[src/shared/smr_pkg.sv]
// Constants and types for the management-mode resume control block
package smr_pkg;
  // Internal base register value after hardware reset
  localparam logic [31:0] SMR_BASE_RESET = 32'h0003_0000;
  // Handler entry and save-area bounds relative to the base
  localparam logic [31:0] SMR_HANDLER_OFS = 32'h0000_8000;
  localparam logic [31:0] SMR_SAVE_LO_OFS = 32'h0000_fe00;
  localparam logic [31:0] SMR_SAVE_HI_OFS = 32'h0000_ffff;
  // Save-area field offsets relative to base plus handler offset
  localparam logic [31:0] SMR_OFS_BASE_LO = 32'h0000_7ef8;
  localparam logic [31:0] SMR_OFS_BASE_HI = 32'h0000_7efa;
  localparam logic [31:0] SMR_OFS_REV_LO = 32'h0000_7efc;
  localparam logic [31:0] SMR_OFS_REV_HI = 32'h0000_7efe;
  localparam logic [31:0] SMR_OFS_IO = 32'h0000_7f00;
  localparam logic [31:0] SMR_OFS_HALT = 32'h0000_7f02;
  // Field encodings and bit positions
  localparam int SMR_HALT_BIT = 0;
  localparam int SMR_REV_IO_BIT = 16;
  localparam int SMR_REV_RELOC_BIT = 17;
  localparam logic [15:0] SMR_IO_RESTART = 16'h00ff;
  localparam logic [15:0] SMR_IO_NONE = 16'h0000;
  localparam logic [15:0] SMR_HALT_SET = 16'h0001;
  localparam logic [15:0] SMR_HALT_CLR = 16'h0000;
  // Low bits that must be zero for 32-KByte alignment
  localparam logic [31:0] SMR_ALIGN_MASK = 32'h0000_7fff;
  // Base architecture revision; value is arbitrary
  localparam logic [15:0] SMR_REV_BASE = 16'h0001;

  typedef enum logic [1:0] {
    SMR_ST_NORMAL = 2'b00,
    SMR_ST_ENTRY = 2'b01,
    SMR_ST_IN_MM = 2'b10,
    SMR_ST_SHUTDOWN = 2'b11
  } smr_state_t;
endpackage

[src/hw/smr_sync.sv]
// Two-flop synchroniser for asynchronous input levels
`timescale 1ns/10ps
module smr_sync #(
  parameter int WIDTH = 1
) (
  input wire logic clk,
  input wire logic reset_n,
  input wire logic [WIDTH-1:0] async_in,
  output logic [WIDTH-1:0] sync_out
);
  logic [WIDTH-1:0] meta_r;

  always_ff @(posedge clk) begin
    if (!reset_n) begin
      meta_r <= '0;
      sync_out <= '0;
    end else begin
      meta_r <= async_in;
      sync_out <= meta_r;
    end
  end
endmodule

[src/hw/smr_resume_control.sv]
// Management-mode entry, halt restart, base relocation and I/O restart
// Function
// - Interrupt taken while halted sets halt-restart flag bit 0 at 7F02H.
// - Halt flag still set at resume returns to the halt instruction.
// - Handler-cleared halt flag resumes after the halt instruction.
// - Restarted halt is refetched and issues another halt bus cycle.
// - Halt inside management mode ends only on maskable interrupt, soft init or reset.
// - Base register resets to 30000H, unchanged by soft init.
// - Every resume not ending in shutdown reloads the base register from save-area field 7EF8H.
// - Handler starts at base+8000H; save area base+FE00H to base+FFFFH.
// - Misaligned base at resume causes shutdown where alignment is required.
// - Revision identifier reports base relocation capability.
// - Revision identifier reports I/O-restart capability.
// - I/O-restart field FFH at resume re-executes the trapped I/O instruction.
// - I/O-restart field 00H at resume continues after the I/O instruction.
// - Every entry writes 00H into the I/O-restart field.
// - Core keeps the state needed to re-execute a trapped I/O instruction.
// - A new interrupt pending at resume is serviced before the I/O restart.
// - Revision identifier at 7EFCH; bit 16 I/O restart, bit 17 relocation.
`timescale 1ns/10ps
module smr_resume_control
  import smr_pkg::*;
#(
  parameter bit IO_RESTART_CAP = 1'b1,
  parameter bit RELOC_CAP = 1'b1,
  parameter bit ALIGN_REQUIRED = 1'b0
) (
  input wire logic clk,
  input wire logic reset_n,
  input wire logic soft_init,
  input wire logic mgmt_interrupt_pin_n,
  input wire logic intr_req_pin,
  input wire logic intr_enable_flag,
  input wire logic halt_exec,
  input wire logic io_boundary,
  input wire logic [31:0] cur_ip,
  input wire logic [31:0] next_ip,
  input wire logic resume_instr,
  input wire logic mem_req,
  input wire logic mem_we,
  input wire logic [31:0] mem_addr,
  input wire logic [15:0] mem_wdata,
  output logic [15:0] mem_rdata,
  output logic mem_ack,
  output logic management_mode,
  output logic core_halted,
  output logic halt_bus_cycle,
  output logic redirect_valid,
  output logic [31:0] redirect_ip,
  output logic halt_refetch,
  output logic shutdown,
  output logic [31:0] mgmt_base,
  output logic [31:0] save_area_lo,
  output logic [31:0] save_area_hi
);
  smr_state_t state_r;
  smr_state_t state_nxt;
  logic [1:0] pin_sync;
  logic smi_level_r;
  logic smi_pending_r;
  logic [31:0] mgmt_base_r;
  logic [31:0] base_field_r;
  logic [15:0] io_field_r;
  logic [15:0] halt_field_r;
  logic halt_entry_r;
  logic [31:0] halt_ip_r;
  logic [31:0] next_ip_r;
  logic [31:0] io_ip_r;
  logic core_halted_r;
  logic redirect_valid_r;
  logic [31:0] redirect_ip_r;
  logic halt_refetch_r;
  logic halt_bus_cycle_r;
  logic [15:0] mem_rdata_r;
  logic mem_ack_r;

  smr_sync #(
    .WIDTH(2)
  ) u_sync (
    .clk(clk),
    .reset_n(reset_n),
    .async_in({intr_req_pin, ~mgmt_interrupt_pin_n}),
    .sync_out(pin_sync)
  );

  // Event decode
  wire smi_level = pin_sync[0];
  wire smi_edge = smi_level && !smi_level_r;
  wire intr_take = pin_sync[1] && intr_enable_flag;
  wire in_normal = state_r == SMR_ST_NORMAL;
  wire in_entry = state_r == SMR_ST_ENTRY;
  wire in_mm = state_r == SMR_ST_IN_MM;
  wire take_entry = in_normal && smi_pending_r && !soft_init;
  wire resume_go = in_mm && resume_instr && !core_halted_r && !soft_init;
  wire back_to_back = resume_go && smi_pending_r;

  // Resume decode
  wire io_restart = IO_RESTART_CAP && (io_field_r == SMR_IO_RESTART);
  wire halt_restart = halt_entry_r && halt_field_r[SMR_HALT_BIT];
  wire misaligned = ALIGN_REQUIRED && ((base_field_r & SMR_ALIGN_MASK) != '0);
  wire [31:0] resume_target = io_restart ? io_ip_r :
                              halt_restart ? halt_ip_r : next_ip_r;

  // Revision identifier
  wire [31:0] rev_id = {14'h0, RELOC_CAP, IO_RESTART_CAP, SMR_REV_BASE};

  // Save-area field decode
  wire [31:0] mem_ofs = mem_addr - mgmt_base_r - SMR_HANDLER_OFS;
  wire mem_wr = mem_req && mem_we && in_mm;
  wire hit_base_lo = mem_ofs == SMR_OFS_BASE_LO;
  wire hit_base_hi = mem_ofs == SMR_OFS_BASE_HI;
  wire hit_rev_lo = mem_ofs == SMR_OFS_REV_LO;
  wire hit_rev_hi = mem_ofs == SMR_OFS_REV_HI;
  wire hit_io = mem_ofs == SMR_OFS_IO;
  wire hit_halt = mem_ofs == SMR_OFS_HALT;
  wire [15:0] mem_rd_mux = hit_base_lo ? base_field_r[15:0] :
                           hit_base_hi ? base_field_r[31:16] :
                           hit_rev_lo ? rev_id[15:0] :
                           hit_rev_hi ? rev_id[31:16] :
                           hit_io ? io_field_r :
                           hit_halt ? halt_field_r : 16'h0000;

  // State transitions
  always_comb begin
    state_nxt = state_r;
    unique case (state_r)
      SMR_ST_NORMAL: begin
        if (take_entry) begin
          state_nxt = SMR_ST_ENTRY;
        end
      end
      SMR_ST_ENTRY: begin
        state_nxt = SMR_ST_IN_MM;
      end
      SMR_ST_IN_MM: begin
        if (resume_go && misaligned) begin
          state_nxt = SMR_ST_SHUTDOWN;
        end else if (back_to_back) begin
          state_nxt = SMR_ST_ENTRY;
        end else if (resume_go) begin
          state_nxt = SMR_ST_NORMAL;
        end
      end
      SMR_ST_SHUTDOWN: begin
        state_nxt = SMR_ST_SHUTDOWN;
      end
    endcase
    if (soft_init) begin
      state_nxt = SMR_ST_NORMAL;
    end
  end

  always_ff @(posedge clk) begin
    if (!reset_n) begin
      state_r <= SMR_ST_NORMAL;
      smi_level_r <= 1'b0;
    end else begin
      state_r <= state_nxt;
      smi_level_r <= smi_level;
    end
  end

  // Pending request; a new edge wins over the clear at entry
  always_ff @(posedge clk) begin
    if (!reset_n || soft_init) begin
      smi_pending_r <= 1'b0;
    end else if (smi_edge) begin
      smi_pending_r <= 1'b1;
    end else if (in_entry) begin
      smi_pending_r <= 1'b0;
    end
  end

  // Internal base register
  always_ff @(posedge clk) begin
    if (!reset_n) begin
      mgmt_base_r <= SMR_BASE_RESET;
    end else if (resume_go && !misaligned) begin
      mgmt_base_r <= base_field_r;
    end
  end

  // Base field in the save area
  always_ff @(posedge clk) begin
    if (!reset_n) begin
      base_field_r <= SMR_BASE_RESET;
    end else if (in_entry) begin
      base_field_r <= mgmt_base_r;
    end else if (mem_wr && hit_base_lo) begin
      base_field_r[15:0] <= mem_wdata;
    end else if (mem_wr && hit_base_hi) begin
      base_field_r[31:16] <= mem_wdata;
    end
  end

  // I/O-restart and halt-restart fields
  always_ff @(posedge clk) begin
    if (!reset_n) begin
      io_field_r <= SMR_IO_NONE;
      halt_field_r <= SMR_HALT_CLR;
      halt_entry_r <= 1'b0;
    end else if (in_entry) begin
      io_field_r <= SMR_IO_NONE;
      halt_field_r <= core_halted_r ? SMR_HALT_SET : SMR_HALT_CLR;
      halt_entry_r <= core_halted_r;
    end else if (mem_wr && hit_io) begin
      io_field_r <= mem_wdata;
    end else if (mem_wr && hit_halt) begin
      halt_field_r <= mem_wdata;
    end
  end

  // Interrupted context kept for resume
  always_ff @(posedge clk) begin
    if (!reset_n) begin
      halt_ip_r <= '0;
      next_ip_r <= '0;
      io_ip_r <= '0;
    end else if (in_normal && halt_exec) begin
      halt_ip_r <= cur_ip;
      next_ip_r <= next_ip;
    end else if (take_entry && !core_halted_r) begin
      next_ip_r <= next_ip;
      if (io_boundary) begin
        io_ip_r <= cur_ip;
      end
    end else if (back_to_back) begin
      next_ip_r <= resume_target;
    end
  end

  // Halt state of the core
  always_ff @(posedge clk) begin
    if (!reset_n || soft_init) begin
      core_halted_r <= 1'b0;
    end else if (halt_exec && (in_normal || in_mm)) begin
      core_halted_r <= 1'b1;
    end else if (intr_take) begin
      core_halted_r <= 1'b0;
    end else if (in_entry) begin
      core_halted_r <= 1'b0;
    end
  end

  // Redirect to handler or resume point
  always_ff @(posedge clk) begin
    if (!reset_n) begin
      redirect_valid_r <= 1'b0;
      redirect_ip_r <= '0;
      halt_refetch_r <= 1'b0;
      halt_bus_cycle_r <= 1'b0;
    end else begin
      redirect_valid_r <= in_entry || (resume_go && !misaligned && !back_to_back);
      halt_refetch_r <= resume_go && !misaligned && !back_to_back &&
                        !io_restart && halt_restart;
      halt_bus_cycle_r <= halt_exec && (in_normal || in_mm) && !soft_init;
      if (in_entry) begin
        redirect_ip_r <= mgmt_base_r + SMR_HANDLER_OFS;
      end else if (resume_go) begin
        redirect_ip_r <= resume_target;
      end
    end
  end

  // Save-area access port
  always_ff @(posedge clk) begin
    if (!reset_n) begin
      mem_rdata_r <= 16'h0000;
      mem_ack_r <= 1'b0;
    end else begin
      mem_ack_r <= mem_req;
      mem_rdata_r <= (mem_req && !mem_we) ? mem_rd_mux : 16'h0000;
    end
  end

  assign mem_rdata = mem_rdata_r;
  assign mem_ack = mem_ack_r;
  assign management_mode = in_entry || in_mm;
  assign core_halted = core_halted_r;
  assign halt_bus_cycle = halt_bus_cycle_r;
  assign redirect_valid = redirect_valid_r;
  assign redirect_ip = redirect_ip_r;
  assign halt_refetch = halt_refetch_r;
  assign shutdown = state_r == SMR_ST_SHUTDOWN;
  assign mgmt_base = mgmt_base_r;
  assign save_area_lo = mgmt_base_r + SMR_SAVE_LO_OFS;
  assign save_area_hi = mgmt_base_r + SMR_SAVE_HI_OFS;

  // Checks
  wire resume_ok = resume_go && !misaligned && !back_to_back;
endmodule

[config.mk]
export PLATFORM = sky130hd
export DESIGN_NAME = smr_resume_control
export DESIGN_NICKNAME = d
export VERILOG_FILES = /design/src/shared/smr_pkg.sv /design/src/hw/smr_sync.sv /design/src/hw/smr_resume_control.sv
export SDC_FILE = /design/constraint.sdc
export NUM_CORES = 1
export LEC_CHECK = 0
export BUFFER_PORTS_ARGS = -buffer_cell sky130_fd_sc_hd__buf_2
export CORE_ASPECT_RATIO = 1.25
export CORE_MARGIN = 3
export CORE_UTILIZATION = 57
export CTS_CLUSTER_SIZE = 25
export DETAILED_ROUTE_END_ITERATION = 10
export GPL_TIMING_DRIVEN = 1
export PLACE_DENSITY = 0.81
export SLEW_MARGIN = 10
export SYNTH_ARGS = -nofsm -noshare
export SYNTH_HDL_FRONTEND = slang
export SYNTH_SLANG_ARGS = --single-unit
export TNS_END_PERCENT = 50
[constraint.sdc]
create_clock -name clk -period 5.55 [get_ports clk]
set_input_delay 1.11 -clock clk [delete_from_list [all_inputs] [get_ports clk]]
set_output_delay 1.11 -clock clk [all_outputs]
set_load 0.005 [all_outputs]
==> metrics.yaml <==
run_status:
  status: "completed"
sta:
  finalSetupViolCount: 0
  slew_headroom: 0.159
  fin_tns_setup_ns: 0
  fmax_ghz: 0.208
  slew_violations: 0
  rsz0062_at_grt: "false"
  clock_skew_ns: 0.0341
  finalCritPeriodShare: 0.865
  worst_pin_slew_ns: 1.26
  final_hold_viol_count: 0
  period_needed_ns: 4.80
cells_and_area:
  stdcell_area_mm2: 0.0177
  fin_util: 0.672
  diodes: 0
  final_nets: 2353
  drive_above_1_share: 0.181
  area_growth_syn_to_layout_pct: 14.9
  fill_cells: 2234
worst_hold_path:
  min_path_cells: 1
  hold_path.class: "reg2reg"
  hp-start: "u_sync.sync_out[0]$_SDFF_PN0_"
  hold_end: "smi_level_r$_SDFF_PN0_"
worst_setup_path:
  worst_ep_required_time_ns: 5.98
  endpoint_kind: "flop"
  r2r-end: "base_field_r[12]$_SDFFE_PN0P_"
  worstPathCellList: "buf_2 -> ha_1 -> ha_1 -> fa_1 -> a211oi_2 -> o211ai_1 -> a31oi_1 -> o31ai_1 -> or2_2 -> a222oi_1 -> and3_2 -> buf_4 -> a311oi_1 -> nor3_1"
  rr_worst_depth: 14
  crit_start: "mem_addr[1]"
  max_stage_delay_ns: 0.54
  critPathKind: "in2reg"
  critical_path.slowest_cell: "a222oi_1"
  path_common_cell: "ha_1"
  crit_fanout: 33
  r2r_slack_ns: 0.87
  crit_family: "compound AO/OA/AOI/OAI gates"
  r2r_start: "mgmt_base[1]$_SDFFE_PN0P_"
  cp.buffers_inverters: 2
  worstPathArrival_ns: 5.23
  critPathLaunchType: "input port"
clock_network:
  clkTransAtPathRegs_ns: 0.06
  ctsHoldBuffers: 0
  cts.path.max_buffers: 3
  cts_resized: 0
  postCtsSetupRepairBufs: 0
  clock_sinks: 254
  cts_made_buffers: 26
  cts_root_buf: "clkbuf_16"
  clock_latency_ns: 0.54
  cts_tree: "done"
  htree_levels: 1
global_route:
  groute.layer.met2.usage: 0.587
  use_met3: 0.0453
  antenna_found_initial: 0
  overflow: 0
  grt_pass1_vias: 15500
  grt_pass1_wl_um: 81300
  grt_max_degree: 87
  gr-usage-met1: 0.409
  track_usage: 0.338
  grt_busiest_layer: "met2"
floorplan:
  io-pin-count: 274
  initial_core_util: 0.585
  rows: 66
  design.die.area_mm2: 0.0290
  die_x_um: 153
  fp.dieH_um: 190
  core_mm2: 0.0263
place:
  dpl_cell_area_mm2: 0.0168
  port_buffers: 273
  dpl.hpwl_um: 37100
  place_congestion: 1.00
drt:
  wl_per_cell_um: 20.4
  dr.pass1.iters: 5
  routed_wl_um: 51200
  drc: 0
  dr.first_iter.drc_count: 1422
  vias: 15800
  via_per_inst: 6.30
  ant_nets: 0
synthesis:
  netlist_top_cells_area: "dfxtp_1 (33%), nand2_1 (9.1%), ha_1 (5.7%)"
  yosysTopAreaCell: "dfxtp_1"
  ys_warn_count: 0
  yosysSeqAreaShare: 0.331
  synthesis.area_mm2: 0.0154
  synth_edf_count: 0
  yosysUniqueCellTypes: 69
  ys_ff_latch: 254
  synth_nets: 2182
  synthArstFlopShare: 0
  syn_inst: 1988
  avgSynthCellArea_um2: 7.73
  synthFlopType: "dfxtp_1"
  yosysTopAreaCellShare: 0.331
power_and_ir_drop:
  p_total_mw: 4.10
  peakVddDrop_mv: 0.213
  power_density_mw_per_mm2: 232
  p_leak_nw: 7.68
job:
  drv_cap: 0
area by class of cell:
cell class / instances / area (um^2) / area share
Clock buffer: 38 / 766 / 0.0434
Clock inverter: 6 / 66.3 / 0.00376
Inverter: 77 / 289 / 0.0164
Multi-Input combinational cell: 1475 / 9260 / 0.524
Sequential cell: 254 / 5080 / 0.288
Tap cell: 340 / 425 / 0.0241
Timing Repair Buffer: 325 / 1770 / 0.100
cells in the final DEF (no fill, tap or decap), types with 7 or more instances in the layout:
cell,instances
nand4_1,63
a311oi_1,21
and3_1,13
buf_4,52
o31ai_1,19
inv_1,76
buf_2,272
xor2_1,27
and2_1,10
nor2_1,69
mux2i_1,18
nor4_1,10
dfxtp_1,254
clkbuf_8,7
o211ai_1,37
o311a_1,14
a21boi_0,95
xnor2_1,49
nand3_1,60
and4_1,21
clkbuf_16,26
nor3_1,37
nor2b_1,7
nand2b_1,10
o22ai_1,16
or3_1,15
a21o_1,11
o211a_1,65
o21ai_0,87
a21oi_1,167
ha_1,69
nand2_1,371
o21a_1,17
synthesized netlist by cell type (all sizes together) (3+ instances only):
cell type,number
a22oi,4
o21a,17
nor3,38
a21oi,167
nand3,64
and2,10
o211ai,37
o31ai,19
or3,15
inv,77
o22ai,16
xor2,27
a21o,11
o211a,65
nor2,69
a221o,3
dfxtp,254
nand2b,10
mux2i,18
a21boi,95
ha,70
and4,21
nor3b,3
nor2b,7
buf,50
nand4,63
o21ai,94
clkbuf,132
nor4,11
or2,4
and3,15
a31oi,6
or4,3
a211oi,7
o311a,14
xnor2,49
nand2,371
a211o,3
a311oi,22
power breakdown:
group | internal, mW | switching [mW] | total, mW
combinational | 0.199 | 0.307 | 0.505
clock | 0.996 | 0.714 | 1.71
sequential | 1.86 | 0.0223 | 1.89
metal layers:
metal  vias to the layer above  share of wire
li1                       7407              -
met1                      7407           0.38
met2                       843           0.48
met3                       190          0.084
met4                         0          0.056
met5                         -              0
registers in the layout, summed over array words and instances, names as in the netlist, 2 cells and up:
| signal | count |
|---|---|
| base_field_r | 32 |
| halt_field_r | 16 |
| halt_ip_r | 32 |
| io_field_r | 16 |
| io_ip_r | 32 |
| mem_rdata | 16 |
| mgmt_base | 32 |
| next_ip_r | 32 |
| redirect_ip | 32 |
| state_r | 2 |
| u_sync.meta_r | 2 |
| u_sync.sync_out | 2 |
stage by stage:
stage          setup slack, ns  hold WS [ns]  instances
2_1_floorplan            0.917         0.412       1988
3_3_place_gp             0.451         0.418       2471
3_5_place_dp             0.327         0.421       2471
4_1_cts                  0.850         0.452       2515
5_1_grt                  0.481         0.473       2515
6_report                 0.747         0.443       2515
how the worst max path moves through the flow:
stage                                         end  cells after the start
floorplan             io_field_r[10]$_SDFFE_PP0P_                     15
global placement     base_field_r[1]$_SDFFE_PN0P_                     14
detailed placement    io_field_r[11]$_SDFFE_PP0P_                     13
CTS                 base_field_r[12]$_SDFFE_PN0P_                     14
global route        base_field_r[14]$_SDFFE_PN0P_                     14
finish              base_field_r[12]$_SDFFE_PN0P_                     14
logic make-up after synthesis:
family | after synthesis | share of synthesized area
xor+xnor | 76 | 0.0433
buf+inv | 259 | 0.0697
fa+ha+maj | 71 | 0.0583
flops | 254 | 0.331
compound gates | 596 | 0.267
simple gates | 712 | 0.218
mux | 20 | 0.0132
No activity file was read; power rests on OpenSTA's default activity.
